<file path="config.mk">
export PLATFORM = sky130hd
export DESIGN_NAME = tws_top
export DESIGN_NICKNAME = d
export VERILOG_FILES = /design/src/pkg/tws_pkg.sv /design/src/pkg/tws_reg_if.sv /design/src/logic/tws_shadow_pair.sv /design/src/logic/tws_apb_slave.sv /design/src/logic/tws_top.sv
export SDC_FILE = /design/constraint.sdc
export NUM_CORES = 1
export LEC_CHECK = 0
export ABC_AREA = 1
export BUFFER_PORTS_ARGS = -buffer_cell sky130_fd_sc_hd__buf_2
export CAP_MARGIN = 20
export CORE_UTILIZATION = 61
export DETAILED_ROUTE_END_ITERATION = 6
export PLACE_DENSITY = 0.86
export REMOVE_ABC_BUFFERS = 1
export SYNTH_ARGS = -nofsm -noshare
export SYNTH_HDL_FRONTEND = slang
export SYNTH_HIERARCHICAL = 1
export SYNTH_SLANG_ARGS = --single-unit
</file>
<file path="constraint.sdc">
create_clock -name pclk -period 3.8 [get_ports pclk]
set_clock_uncertainty 0.2 [all_clocks]
set_input_delay 1.14 -clock pclk [delete_from_list [all_inputs] [get_ports pclk]]
set_output_delay 1.14 -clock pclk [all_outputs]
set_load 0.01 [all_outputs]
</file>
<file path="src/pkg/tws_pkg.sv">
// Purpose: shared constants for the timer waveform shadow register bank
// Assumes: 32-bit APB data, one aligned word per register
// Notes: every offset, reset value and field position lives here; the period and pattern masks sit in tws_top

package tws_pkg;

  // ******************************************************************
  // register offsets (byte addresses)
  // ******************************************************************
  localparam logic [7:0] PATT_OFS = 8'h64; // pattern enable buffer
  localparam logic [7:0] WAVE_OFS = 8'h68; // waveform_shadow
  localparam logic [7:0] PER_OFS = 8'h6c; // cycle_length_shadow
  localparam logic [7:0] CTRL_OFS = 8'h80; // buffering control
  localparam logic [7:0] WSTAT_OFS = 8'h84; // active waveform image
  localparam logic [7:0] PSTAT_OFS = 8'h88; // active period image
  localparam logic [7:0] POSTAT_OFS = 8'h8c; // active pattern enables

  // ******************************************************************
  // widths
  // ******************************************************************
  localparam int CNT_W = 24; // counter size, period bits
  localparam int PAT_W = 8; // pattern output enables
  localparam int CH_W = 4; // per-channel / per-pair fields
  localparam int SLOPE_W = 2; // slope scheme
  localparam int MODE_W = 3; // waveform mode
  localparam int DITH_W = 6; // widest dither field

  // ******************************************************************
  // waveform buffer field positions and implemented bits
  // ******************************************************************
  localparam int SWAP_LSB = 24; // pair exchange
  localparam int SENSE_LSB = 16; // output sense
  localparam int CIRC_LSB = 8; // circular channel enables
  localparam int CLEN_BIT = 7; // circular length enable
  localparam int SLOPE_LSB = 4; // slope scheme
  localparam int MODE_LSB = 0; // waveform mode
  localparam logic [31:0] WAVE_MASK = 32'h0f0f0fb7;

  // ******************************************************************
  // control register fields
  // ******************************************************************
  localparam int CTRL_DBUF_BIT = 0; // double buffering enable
  localparam int CTRL_DITH_LSB = 1; // dither layout, 2 bits
  localparam logic [31:0] CTRL_MASK = 32'h00000007;

  // ******************************************************************
  // reset values
  // ******************************************************************
  localparam logic [31:0] WAVE_RESET = 32'h00000000;
  localparam logic [31:0] PER_RESET = 32'h0fffffff;
  localparam logic [31:0] PATT_RESET = 32'h00000000;
  localparam logic [31:0] CTRL_RESET = 32'h00000001;

  // waveform mode codes
  typedef enum logic [2:0] {
    NORMAL_FREQUENCY_MODE = 3'h0,
    MATCH_FREQUENCY_MODE = 3'h1,
    NORMAL_PULSE_WIDTH_MODE = 3'h2,
    MODE_RESERVED = 3'h3,
    DUAL_SLOPE_CRITICAL_MODE = 3'h4,
    DUAL_SLOPE_LOW_EVENT_MODE = 3'h5,
    DUAL_SLOPE_BOTH_EVENT_MODE = 3'h6,
    DUAL_SLOPE_HIGH_EVENT_MODE = 3'h7
  } tws_wave_t;

  // slope scheme codes
  typedef enum logic [1:0] {
    SLOPE_SCHEME_ONE = 2'h0,
    SLOPE_SCHEME_TWO_ALT = 2'h1,
    SLOPE_SCHEME_TWO = 2'h2,
    SLOPE_RESERVED = 2'h3
  } tws_slope_t;

  // dither layouts of the period buffer
  typedef enum logic [1:0] {
    NO_DITHER_LAYOUT = 2'h0,
    FOUR_BIT_DITHER_LAYOUT = 2'h1,
    FIVE_BIT_DITHER_LAYOUT = 2'h2,
    SIX_BIT_DITHER_LAYOUT = 2'h3
  } tws_dith_t;

endpackage

</file>
<file path="src/pkg/tws_reg_if.sv">
// Purpose: register access path between the bus slave and the bank
// Assumes: single clock, decode result returned combinationally
// Notes: wr_en is a one-cycle strobe at the write's completing edge

`timescale 1ns/1ps

interface tws_reg_if;
  logic [7:0] addr; // byte address
  logic [31:0] wdata; // write data
  logic wr_en; // write strobe
  logic [31:0] rdata; // read data for addr
  logic hit; // addr is mapped

  modport bus (output addr, output wdata, output wr_en,
               input rdata, input hit);
  modport regs (input addr, input wdata, input wr_en,
                output rdata, output hit);
endinterface

</file>
<file path="src/logic/tws_shadow_pair.sv">
// Purpose: one buffer register and its active copy
// Assumes: load and wr_en come from logic on pclk
// Notes: a write and a load in one cycle moves the old buffer value

`timescale 1ns/1ps

module tws_shadow_pair #(
  parameter int W = 32,
  parameter logic [W-1:0] MASK = '1,
  parameter logic [W-1:0] RST_SHADOW = '0,
  parameter logic [W-1:0] RST_ACTIVE = '0
) (
  input wire logic pclk,
  input wire logic presetn,
  input wire logic wr_en,
  input wire logic [W-1:0] wdata,
  input wire logic load,
  output logic [W-1:0] shadow,
  output logic [W-1:0] active
);

  // ******************************************************************
  // buffer copy, software side
  // ******************************************************************
  // unimplemented bits are never stored, so they read back as zero
  always_ff @(posedge pclk or negedge presetn) begin
    if (!presetn) begin
      shadow <= RST_SHADOW & MASK;
    end else if (wr_en) begin
      shadow <= wdata & MASK;
    end
  end

  // ******************************************************************
  // active copy, taken whole on load
  // ******************************************************************
  always_ff @(posedge pclk or negedge presetn) begin
    if (!presetn) begin
      active <= RST_ACTIVE & MASK;
    end else if (load) begin
      active <= shadow;
    end
  end

endmodule

</file>
<file path="src/logic/tws_apb_slave.sv">
// Purpose: APB slave front end for the shadow register bank
// Assumes: zero wait states, read data captured in the setup cycle
// Notes: unmapped addresses answer with pslverr and no side effect

`timescale 1ns/1ps

module tws_apb_slave (
  input wire logic pclk,
  input wire logic presetn,
  input wire logic psel,
  input wire logic penable,
  input wire logic pwrite,
  input wire logic [7:0] paddr,
  input wire logic [31:0] pwdata,
  output logic [31:0] prdata,
  output logic pready,
  output logic pslverr,
  tws_reg_if.bus rif
);

  logic err_reg; // setup-cycle decode miss
  logic setup; // first cycle of a transfer
  logic access; // completing cycle

  assign setup = psel & ~penable;
  assign access = psel & penable;

  // ******************************************************************
  // decode path
  // ******************************************************************
  assign rif.addr = paddr;
  assign rif.wdata = pwdata;
  // write lands only at the completing edge of a mapped access
  assign rif.wr_en = access & pwrite & rif.hit;
  // never stretches the access phase
  assign pready = access;
  assign pslverr = access & err_reg;

  // ******************************************************************
  // read data and error flag, sampled in setup
  // ******************************************************************
  // registering here keeps prdata glitch-free at the cost of one
  // cycle of staleness for live status words
  always_ff @(posedge pclk or negedge presetn) begin
    if (!presetn) begin
      prdata <= 32'h00000000;
      err_reg <= 1'b0;
    end else if (setup) begin
      prdata <= (!pwrite && rif.hit) ? rif.rdata : 32'h00000000;
      err_reg <= ~rif.hit;
    end
  end

endmodule

</file>
<file path="src/logic/tws_top.sv">
// Purpose: double-buffer register set of a 24-bit control timer
// Assumes: update_event is a pclk-domain pulse from the counter core
// Notes: all enabled fields move into their active copies together

`timescale 1ns/1ps

module tws_top #(
  parameter int CNT_W = tws_pkg::CNT_W
) (
  input wire logic pclk,
  input wire logic presetn,
  input wire logic psel,
  input wire logic penable,
  input wire logic pwrite,
  input wire logic [7:0] paddr,
  input wire logic [31:0] pwdata,
  output logic [31:0] prdata,
  output logic pready,
  output logic pslverr,
  input wire logic update_event,
  output logic [7:0] pattern_output_enable_active,
  output logic [3:0] pair_exchange_active,
  output logic [3:0] output_sense_active,
  output logic [3:0] circular_channel_enable_active,
  output logic circular_length_enable_active,
  output logic [1:0] slope_scheme_active,
  output logic [2:0] waveform_mode_active,
  output logic dual_slope_mode,
  output logic [CNT_W-1:0] cycle_length_active,
  output logic [5:0] dither_count_active,
  output logic transfer_done
);

  // ******************************************************************
  // declarations
  // ******************************************************************
  localparam logic [CNT_W-1:0] PER_MASK = '1; // implemented period bits

  tws_reg_if rif (); // bus slave to bank path

  logic [31:0] ctrl_reg; // buffering control
  logic dbuf_en; // double buffering on
  tws_pkg::tws_dith_t dith_layout; // period buffer layout
  logic load; // copy strobe shared by every field
  logic [31:0] wave_shadow; // waveform buffer image
  logic [31:0] wave_active; // waveform active image
  logic [7:0] patt_shadow; // pattern enable buffer
  logic [CNT_W-1:0] per_shadow; // period buffer
  logic [5:0] dith_mask; // dither bits of current layout
  logic [5:0] dither_count_active_next; // dither field to load
  logic dual_slope_next; // decoded mode class
  logic [3:0] sh_swap; // buffer slices, checked below
  logic [3:0] sh_sense;
  logic [3:0] sh_circ;
  logic sh_clen;
  logic [1:0] sh_slope;
  logic [2:0] sh_mode;

  // ******************************************************************
  // bus slave
  // ******************************************************************
  tws_apb_slave u_apb (
    .pclk(pclk),
    .presetn(presetn),
    .psel(psel),
    .penable(penable),
    .pwrite(pwrite),
    .paddr(paddr),
    .pwdata(pwdata),
    .prdata(prdata),
    .pready(pready),
    .pslverr(pslverr),
    .rif(rif)
  );

  // ******************************************************************
  // control register
  // ******************************************************************
  // software steers buffering and the period layout from here
  always_ff @(posedge pclk or negedge presetn) begin
    if (!presetn) begin
      ctrl_reg <= tws_pkg::CTRL_RESET;
    end else if (rif.wr_en && rif.addr == tws_pkg::CTRL_OFS) begin
      ctrl_reg <= rif.wdata & tws_pkg::CTRL_MASK;
    end
  end

  assign dbuf_en = ctrl_reg[tws_pkg::CTRL_DBUF_BIT];
  assign dith_layout = tws_pkg::tws_dith_t'(ctrl_reg[tws_pkg::CTRL_DITH_LSB
                                             +: 2]);

  // one strobe for all fields, so nothing can lag a cycle
  assign load = update_event & dbuf_en;

  // ******************************************************************
  // buffered registers
  // ******************************************************************
  // reserved waveform bits are masked at storage
  tws_shadow_pair #(
    .W(32),
    .MASK(tws_pkg::WAVE_MASK),
    .RST_SHADOW(tws_pkg::WAVE_RESET),
    .RST_ACTIVE(tws_pkg::WAVE_RESET)
  ) u_wave (
    .pclk(pclk),
    .presetn(presetn),
    .wr_en(rif.wr_en && rif.addr == tws_pkg::WAVE_OFS),
    .wdata(rif.wdata),
    .load(load),
    .shadow(wave_shadow),
    .active(wave_active)
  );

  // only the enable half of the pattern buffer lives here
  tws_shadow_pair #(
    .W(tws_pkg::PAT_W),
    .MASK(8'hff),
    .RST_SHADOW(tws_pkg::PATT_RESET[7:0]),
    .RST_ACTIVE(tws_pkg::PATT_RESET[7:0])
  ) u_patt (
    .pclk(pclk),
    .presetn(presetn),
    .wr_en(rif.wr_en && rif.addr == tws_pkg::PATT_OFS),
    .wdata(rif.wdata[7:0]),
    .load(load),
    .shadow(patt_shadow),
    .active(pattern_output_enable_active)
  );

  // period sized to the counter; the upper byte never stores
  tws_shadow_pair #(
    .W(CNT_W),
    .MASK(PER_MASK),
    .RST_SHADOW(tws_pkg::PER_RESET[CNT_W-1:0]),
    .RST_ACTIVE(tws_pkg::PER_RESET[CNT_W-1:0])
  ) u_per (
    .pclk(pclk),
    .presetn(presetn),
    .wr_en(rif.wr_en && rif.addr == tws_pkg::PER_OFS),
    .wdata(rif.wdata[CNT_W-1:0]),
    .load(load),
    .shadow(per_shadow),
    .active(cycle_length_active)
  );

  // ******************************************************************
  // active field slices
  // ******************************************************************
  assign pair_exchange_active = wave_active[tws_pkg::SWAP_LSB +: 4];
  assign output_sense_active = wave_active[tws_pkg::SENSE_LSB +: 4];
  assign circular_channel_enable_active =
    wave_active[tws_pkg::CIRC_LSB +: 4];
  assign circular_length_enable_active = wave_active[tws_pkg::CLEN_BIT];
  assign slope_scheme_active = wave_active[tws_pkg::SLOPE_LSB +: 2];
  assign waveform_mode_active = wave_active[tws_pkg::MODE_LSB +: 3];

  assign sh_swap = wave_shadow[tws_pkg::SWAP_LSB +: 4];
  assign sh_sense = wave_shadow[tws_pkg::SENSE_LSB +: 4];
  assign sh_circ = wave_shadow[tws_pkg::CIRC_LSB +: 4];
  assign sh_clen = wave_shadow[tws_pkg::CLEN_BIT];
  assign sh_slope = wave_shadow[tws_pkg::SLOPE_LSB +: 2];
  assign sh_mode = wave_shadow[tws_pkg::MODE_LSB +: 3];

  // ******************************************************************
  // dither field and mode class
  // ******************************************************************
  // low period bits double as the dither count in dither layouts
  always_comb begin
    unique case (dith_layout)
      tws_pkg::FOUR_BIT_DITHER_LAYOUT: dith_mask = 6'h0f;
      tws_pkg::FIVE_BIT_DITHER_LAYOUT: dith_mask = 6'h1f;
      tws_pkg::SIX_BIT_DITHER_LAYOUT: dith_mask = 6'h3f;
      default: dith_mask = 6'h00; // no dithering
    endcase
    dither_count_active_next = per_shadow[5:0] & dith_mask;
    // top bit of the mode code marks the dual-slope family
    unique case (tws_pkg::tws_wave_t'(sh_mode))
      tws_pkg::DUAL_SLOPE_CRITICAL_MODE,
      tws_pkg::DUAL_SLOPE_LOW_EVENT_MODE,
      tws_pkg::DUAL_SLOPE_BOTH_EVENT_MODE,
      tws_pkg::DUAL_SLOPE_HIGH_EVENT_MODE: dual_slope_next = 1'b1;
      default: dual_slope_next = 1'b0;
    endcase
  end

  // dither count rides the same strobe as the period
  always_ff @(posedge pclk or negedge presetn) begin
    if (!presetn) begin
      dither_count_active <= 6'h00;
    end else if (load) begin
      dither_count_active <= dither_count_active_next;
    end
  end

  // mode class registered alongside the mode itself
  always_ff @(posedge pclk or negedge presetn) begin
    if (!presetn) begin
      dual_slope_mode <= 1'b0;
    end else if (load) begin
      dual_slope_mode <= dual_slope_next;
    end
  end

  // one-cycle mark that the active set just changed
  always_ff @(posedge pclk or negedge presetn) begin
    if (!presetn) begin
      transfer_done <= 1'b0;
    end else begin
      transfer_done <= load;
    end
  end

  // ******************************************************************
  // read mux
  // ******************************************************************
  // narrower registers sit low; bits above read zero
  always_comb begin
    rif.hit = 1'b1;
    unique case (rif.addr)
      tws_pkg::PATT_OFS: rif.rdata = {24'h000000, patt_shadow};
      tws_pkg::WAVE_OFS: rif.rdata = wave_shadow;
      tws_pkg::PER_OFS: rif.rdata = 32'(per_shadow);
      tws_pkg::CTRL_OFS: rif.rdata = ctrl_reg;
      tws_pkg::WSTAT_OFS: rif.rdata = wave_active;
      tws_pkg::PSTAT_OFS: rif.rdata = 32'(cycle_length_active);
      tws_pkg::POSTAT_OFS: rif.rdata =
        {24'h000000, pattern_output_enable_active};
      default: begin
        rif.rdata = 32'h00000000; // unmapped
        rif.hit = 1'b0;
      end
    endcase
  end
endmodule

</file>
Word level (Yosys, flattened, before mapping):

Cells that the tools add are included.

* eq/ne operators: 14
* bitwise logic cells: 9
* reductions and logical operators: 8
* mux-type cells: 5

Operators with widths (count)
* $pmux W28 S7: 1
* $eq A8 B8 Y1 const B: 4
* $mux W28: 1
* $eq A8 B7 Y1 const B: 3
* $pmux W6 S3: 1
* $eq A3 B3 Y1 const B: 4
* $reduce_or A7 Y1: 1
* $and A1 B1 Y1: 6
* $and A6 B6 Y6: 1
* $logic_and A1 B1 Y1: 5
* $eq A2 B2 Y1 const B: 2
* $reduce_or A4 Y1: 1
* $eq A2 B1 Y1 const B: 1
* $mux W1: 2
* $not A1 Y1: 2
* $logic_not A1 Y1: 1

* output and inout port bits: 92
* bits of input ports: 46
* register bits: 144

Longest topological paths before layout:

Gate-level depths: netlist of run 1.

* depth after elaboration: 5
* depth in mapped cells: 19
* gate-level depth less buffers: 12

Modules after synthesis:

The synthesis of run 1 kept the hierarchy.

By module, submodules not included
* tws_shadow_pair (u_per): area an instance 1948.1 µm², seq. area each 1261.2 µm², cells each 204, instances 1
* tws_apb_slave: area an instance 1791.7 µm², seq. area each 825.8 µm², cells each 194, instances 1
* tws_top: area an instance 1750.4 µm², seq. area each 276.5 µm², cells each 315, instances 1
* tws_shadow_pair (u_wave): area an instance 1626.6 µm², seq. area each 900.9 µm², cells each 181, instances 1
* tws_shadow_pair (u_patt): area an instance 610.6 µm², seq. area each 400.4 µm², cells each 68, instances 1

Worst setup path after synthesis of run 1:

Ideal clock, no wire load.

* path kind: input to register
* start point: input port paddr[4]
* end point: register u_wave.shadow[10]
* required time: 3.484 ns
* path slack: 0.352 ns
* stages: 19
* arrival time: 3.132 ns
* cell sequence: buf_4 inv_1 nand2_1 nor2_1 buf_4 buf_2 nand3_1 nand4_1 buf_4 buf_4 nand2_1 nor2_1 inv_1 nor2_1 buf_6 inv_8 buf_6 nand2_1 nand2_1

* longest elaborated chain between the ends: 5

Ends and longest elaborated chain
* from (decl): RTL line tws_top.sv:15 `input wire logic [7:0] paddr,`
* $eq A8 B8 Y1 or $eq A8 B7 Y1 (tied branches): RTL line tws_top.sv:219 `unique case (rif.addr)`
* $reduce_or A7 Y1 (no source line) (*)
* $mux W1 (*): RTL line tws_top.sv:219
* via rif.hit: RTL line tws_reg_if.sv:12 `logic hit;`
* $and A1 B1 Y1 (*): RTL line tws_apb_slave.sv:34 `assign rif.wr_en = access & pwrite & rif.hit;`
* via rif.wr_en: RTL line tws_reg_if.sv:10 `logic wr_en;`
* $logic_and A1 B1 Y1 (*): RTL line tws_top.sv:107 `.wr_en(rif.wr_en && rif.addr == tws_pkg::WAVE_OFS),`
* to (signal assigned): RTL line tws_shadow_pair.sv:28 `shadow <= RST_SHADOW & MASK;`
* to (signal assigned): RTL line tws_shadow_pair.sv:30 `shadow <= wdata & MASK;`
* to (decl): RTL line tws_shadow_pair.sv:18 `output logic [W-1:0] shadow,`

The timed path passes the listed nets; every way through them passes the cells marked *.
A chain may end at the register's enable or synchronous reset.

Worst setup path in the final report of run 1:

* start point: input port paddr[4]
* end point: register u_wave.shadow[5]

The elaborated chain is that of the path after synthesis.

==> results.sh, run 1 <==
export IMPL_cts_inserted_buffers=17
export IMPL_largest_register="u_apb/prdata"
export IMPL_post_cts_repair_setup_buffers=0
export IMPL_io_pin_count=138
export IMPL_worstSetupPathType="in -> reg"
export IMPL_powerDensity_mw_per_mm2=423
export IMPL_max_cap_violations=0
export IMPL_worst_path_buf_inv=5
export IMPL_critical_path_required_ns=3.90
export IMPL_timing_final_hold_violations=0
export IMPL_clkTransAtPathRegs_ns=0.06
export IMPL_setup_viol=0
export IMPL_tns_ns=0
export IMPL_cp_top_family="simple AND/OR/NAND/NOR gates"
export IMPL_crit_path_start_kind="input port"
export IMPL_die_width_um=114
export IMPL_largest_register_ff_count=32
export IMPL_placed_area_mm2=0.00788
export IMPL_first_pass_grt_wire_length_um=31100
export IMPL_mostFrequentLayoutCells="nand2_1, nand3_1, buf_2"
export IMPL_worst_pin_slew_ns=0.680
export IMPL_post_cts_resize_count=0
export IMPL_die_area_mm2=0.0131
export IMPL_drive_gt1_frac=0.266
export IMPL_timing_critical_path_cells="buf_2, inv_1, nand2_1, nor2_4, nand2_2, nand4_1, nand2_1, nor2_1, inv_1, nor2_2, buf_4, inv_8, nand2_1, nand2_1"
export IMPL_cts_hold_buffers_added=0
export IMPL_post_route_drc_count=0
export IMPL_outcome="completed"
export IMPL_clock_fmax_mhz=333
export IMPL_number_of_buffers_inserted_by_port_buffering=133
export IMPL_antenna_found_initial=0
export IMPL_cts_max_path_buffers=2
export IMPL_clockRootBuffer="clkbuf_16"
export IMPL_tritoncts="done"
export IMPL_gp_congestion=0.834
export IMPL_grt_max_degree=70
export IMPL_postRouteAntennaNets=0
export IMPL_clk_insertion_delay_late_ns=0.41
export IMPL_vias_per_cell=5.47
export IMPL_ctsHtreeMaxLevel=4
export IMPL_final_min_clock_period_ns=3.00
export IMPL_initialDrtViolationCount=697
export IMPL_synth_yosys_warnings=6
export IMPL_number_of_global_route_vias_before_repair=6250
export IMPL_nNetsFinal=1084
export IMPL_endpoint_kind="flop"
export IMPL_fin_area_mm2=0.00858
export IMPL_worstPathMaxFanout=18
export IMPL_crit_path_frequent_cell="nand2_1"
export IMPL_drt_first_pass_iters=7
export IMPL_slew_headroom=0.546
export IMPL_numClockSinks=144
export IMPL_critical_path_slowest_cell="nor2_2"
export IMPL_syn_to_final_growth_pct=11.4
export IMPL_timing_critical_path_slowest_cell_delay_ns=0.37
export IMPL_slew_violations=0
export IMPL_final_worst_path_cycle_share=0.791
export IMPL_place_hpwl_um=11900
export IMPL_global_route_usage_total=0.313
export IMPL_ir_drop_worst_case_vdd_mv=0.291
export IMPL_core_area_mm2=0.0122
export IMPL_pleak_uw=0.00457
export IMPL_wl_per_cell_um=15.9
export IMPL_synthesis_area_mm2=0.00770
export IMPL_avgSynthCellArea_um2=8.03
export IMPL_global_route_overflow_total=0
export IMPL_initial_utilization=0.633
export IMPL_fillCellCount=962
export IMPL_postSynthCellCount=958
export IMPL_placementRows=40
export IMPL_largest_registers="u_apb/prdata: 32 flops, u_per/active: 24 flops, u_per/shadow: 24 flops"
export IMPL_worst_endpoint_arrival_ns=3.11
export IMPL_detailroute_via_count=6674
export IMPL_die_height_um=114
export IMPL_timing_hold_worst_class="reg -> reg"
export IMPL_drt_total_wl_um=19400
export IMPL_grt_setup_unrepaired="no"
export IMPL_antenna_cells=0
export IMPL_most_common_library_cell_in_the_layout_ignoring_fill_and_taps="nand2_1"
[where the power goes]
group	internal [uW]	switching [uW]	total (uW)
clock network	1330	621	1950
registers	1540	1.10	1540
logic	31.7	105	137
total	2900	727	3630
[per-stage QoR]
stage	power, uW	hold slack [ns]	util	worst slack (ns)	std cells
CTS	3640	0.267	0.705	0.854	1219
finish	3630	0.269	0.705	0.796	1219
global placement	1700	0.253	0.648	0.504	1187
global route	3720	0.284	0.705	0.673	1219
floorplan	1610	0.246	-	-2.31	864
detailed placement	1700	0.256	0.648	0.425	1187
[worst reg2reg max path: stages (launching register included)]
cell,delay [ns]
dfstp_2,0.55
nand2_1,0.21
inv_2,0.13
buf_12,0.29
inv_6,0.23
nand2_1,0.12
nand2_1,0.07
[layer usage]
layer  part of all wire  GRT usage  vias up
li1                   -          -     3131
met1               0.41      0.408     3171
met2               0.49      0.515      328
met3              0.085     0.0693       44
met4              0.022      0.118        0
met5                  0          0        -
[layout make-up]
| class | count | area (um^2) | share of cell area |
|---|---|---|---|
| inverters | 33 | 146 | 0.0171 |
| multi-input cells | 687 | 3010 | 0.351 |
| clock inverters | 10 | 231 | 0.0270 |
| flip-flops and latches | 144 | 3660 | 0.427 |
| clock buffers | 22 | 464 | 0.0541 |
| repair buffers | 155 | 850 | 0.0991 |
| well taps | 168 | 210 | 0.0245 |
[final timing paths]
check	from	cells after the start	end	slack (ns)
min in group asynchronous	presetn	1	dual_slope_mode$_DFFE_PN0P_	0.49
setup reg to reg	ctrl_reg[0]$_DFFE_PN1P_	6	u_per/active[16]$_DFFE_PN1P_	1.93
hold reg to reg	u_per/active[19]$_DFFE_PN1P_	2	u_per/active[19]$_DFFE_PN1P_	0.27
hold / removal	u_per/active[19]$_DFFE_PN1P_	2	u_per/active[19]$_DFFE_PN1P_	0.27
max in group asynchronous	presetn	2	u_per/shadow[9]$_DFFE_PN1P_	2.07
setup / recovery	paddr[4]	14	u_wave/shadow[5]$_DFFE_PN0P_	0.80
Note: power is estimated with default switching activity, not from simulation.
==> run 2, diff against run 1 <==
--- a/config.mk
+++ b/config.mk
@@ -8,9 +8,9 @@
 export ABC_AREA = 1
 export BUFFER_PORTS_ARGS = -buffer_cell sky130_fd_sc_hd__buf_2
 export CAP_MARGIN = 20
-export CORE_UTILIZATION = 61
+export CORE_UTILIZATION = 51
 export DETAILED_ROUTE_END_ITERATION = 6
-export PLACE_DENSITY = 0.86
+export PLACE_DENSITY = 0.77
 export REMOVE_ABC_BUFFERS = 1
 export SYNTH_ARGS = -nofsm -noshare
 export SYNTH_HDL_FRONTEND = slang
==> constraint.sdc (replaced) <==
create_clock -name pclk -period 2.6 [get_ports pclk]
set_clock_uncertainty 0.2 [all_clocks]
set_input_delay 0.78 -clock pclk [delete_from_list [all_inputs] [get_ports pclk]]
set_output_delay 0.78 -clock pclk [all_outputs]
set_load 0.01 [all_outputs]
==> results.sh, run 2 (same netlist as run 1, synthesis figures left out) <==
export IMPL_final_min_clock_period_ns=2.22
export IMPL_cellInternalPower_uw=3810
export IMPL_powerDensity_mw_per_mm2=568
export IMPL_wl_per_cell_um=15.5
export IMPL_seqCellArea_mm2=0.00366
export IMPL_numClockSinks=144
export IMPL_initialDrtViolationCount=507
export IMPL_slew_violations=0
export IMPL_largest_register_ff_count=32
export IMPL_timing_final_hold_violations=0
export IMPL_clk_insertion_delay_late_ns=0.43
export IMPL_io_pin_count=138
export IMPL_setup_viol=0
export IMPL_sw_frac_of_total=0.223
export IMPL_gp_congestion=0.798
export IMPL_grt_setup_unrepaired="no"
export IMPL_most_common_library_cell_in_the_layout_ignoring_fill_and_taps="nand2_1"
export IMPL_worstSetupPathType="in -> reg"
export IMPL_violations="design-rule violations"
export IMPL_final_worst_path_cycle_share=0.855
export IMPL_largest_register="u_apb/prdata"
export IMPL_clkTransAtPathRegs_ns=0.06
export IMPL_slew_headroom=0.660
export IMPL_endpoint_kind="flop"
export IMPL_pleak_uw=0.00458
export IMPL_ctsHtreeMaxLevel=4
export IMPL_worstSetupStartpoint="paddr[4]"
export IMPL_worst_endpoint_arrival_ns=2.33
export IMPL_multiInputGateArea_mm2=0.00301
export IMPL_placementRows=44
export IMPL_hold_ws_ns=0.0892
export IMPL_crit_path_start_kind="input port"
export IMPL_r2r_end="dither_count_active[1]$_DFFE_PN0P_"
export IMPL_syn_to_final_growth_pct=12.2
export IMPL_place_hpwl_um=12200
export IMPL_global_route_overflow_total=0
export IMPL_ir_drop_worst_case_vdd_mv=0.431
export IMPL_numPlacedInstances=1210
export IMPL_cts_hold_buffers_added=0
export IMPL_timing_hold_worst_class="in -> async"
export IMPL_postRouteAntennaNets=0
export IMPL_die_height_um=125
export IMPL_post_cts_repair_setup_buffers=0
export IMPL_switchingPower_uw=1090
export IMPL_drt_total_wl_um=19300
export IMPL_power_combinational_fraction=0.042
export IMPL_global_route_usage_total=0.258
export IMPL_fin_cells=1243
export IMPL_max_cap_violations=0
export IMPL_detailroute_via_count=6353
export IMPL_worstPathMaxFanout=18
export IMPL_core_area_mm2=0.0146
export IMPL_largest_registers="u_apb/prdata: 32 flops, u_per/active: 24 flops, u_per/shadow: 24 flops"
export IMPL_post_cts_resize_count=0
export IMPL_antenna_found_initial=0
export IMPL_vias_per_cell=5.11
export IMPL_critical_path_required_ns=2.71
export IMPL_worst_pin_slew_ns=0.509
export IMPL_clock_fmax_mhz=450
export IMPL_number_of_buffers_inserted_by_port_buffering=133
export IMPL_clockPowerShare=0.499
export IMPL_drt_first_pass_iters=7
export IMPL_first_pass_grt_wire_length_um=31000
export IMPL_reg2reg_depth=5
export IMPL_outcome="complete, but fails checks"
export IMPL_cts_max_path_buffers=2
export IMPL_die_width_um=125
export IMPL_sequentialPowerShare=0.459
export IMPL_timing_rr_start="ctrl_reg[0]$_DFFE_PN1P_"
export IMPL_number_of_global_route_vias_before_repair=6040
export IMPL_power_total_uw=4910
export IMPL_post_route_drc_count=32
export IMPL_clockRootBuffer="clkbuf_16"
export IMPL_cts_inserted_buffers=17
export IMPL_grt_max_degree=67
export IMPL_mostFrequentLayoutCells="nand2_1, nand3_1, buf_2"
export IMPL_nNetsFinal=1091
export IMPL_fillCellCount=1349
export IMPL_die_area_mm2=0.0156
export IMPL_tritoncts="done"
export IMPL_tns_ns=0
export IMPL_setup_reg_to_reg_worst_slack_ns=0.86
export IMPL_initial_utilization=0.526
export IMPL_drive_gt1_frac=0.272
==> run 2: per-stage QoR <==
stage | cell area (um^2) | setup slack, ns | util
finish | 8640 | 0.376 | 0.590
global route | 8640 | 0.156 | 0.590
CTS | 8640 | 0.381 | 0.590
detailed placement | 8040 | -0.0603 | 0.549
global placement | 8040 | -0.0150 | 0.549
floorplan | 6810 | -3.15 | -
==> run 2: worst max path at each step <==
stage	endpoint	slack (ns)	cells after the start
floorplan	u_per/shadow[0]$_DFFE_PN1P_	-3.15	12
global placement	u_wave/shadow[1]$_DFFE_PN0P_	-0.02	14
detailed placement	u_wave/shadow[0]$_DFFE_PN0P_	-0.06	14
CTS	u_wave/shadow[0]$_DFFE_PN0P_	0.38	14
global route	u_wave/shadow[7]$_DFFE_PN0P_	0.16	14
finish	u_wave/shadow[10]$_DFFE_PN0P_	0.38	14
==> run 2: layout make-up <==
| class | count | area share |
|---|---|---|
| diodes | 1 | 0.000290 |
| clock buffers | 23 | 0.0565 |
| clock inverters | 9 | 0.0125 |
| inverters | 33 | 0.0169 |
| multi-input cells | 687 | 0.348 |
| flip-flops and latches | 144 | 0.424 |
| well taps | 184 | 0.0266 |
| repair buffers | 162 | 0.115 |
==> run 2: critical path, stage by stage <==
cell and delay [ns]:
buf_2 0.09, inv_1 0.06, nand2_1 0.08, nor2_4 0.24
nand2_1 0.11, nand4_1 0.13, nand2_1 0.06, nor2_1 0.12
inv_1 0.10, nor2_2 0.19, buf_12 0.17, inv_8 0.07
nand2_1 0.06, nand2_1 0.05
==> run 2: routing by layer <==
layer,up-vias,routed length (um),GRT usage
met5,-,0,0
met4,0,371,0.103
met3,33,1410,0.0464
met2,243,9190,0.427
met1,2933,8290,0.337
li1,3144,-,-
==> run 2: power groups by stage <==
stage / Clock (uW) / Combinational [uW] / Sequential, uW
after floorplan: 0 / 66.2 / 2290
after global placement: 0 / 206 / 2290
after detailed placement: 0 / 208 / 2290
after CTS: 2480 / 208 / 2250
after global routing: 2580 / 229 / 2250
final: 2450 / 207 / 2250
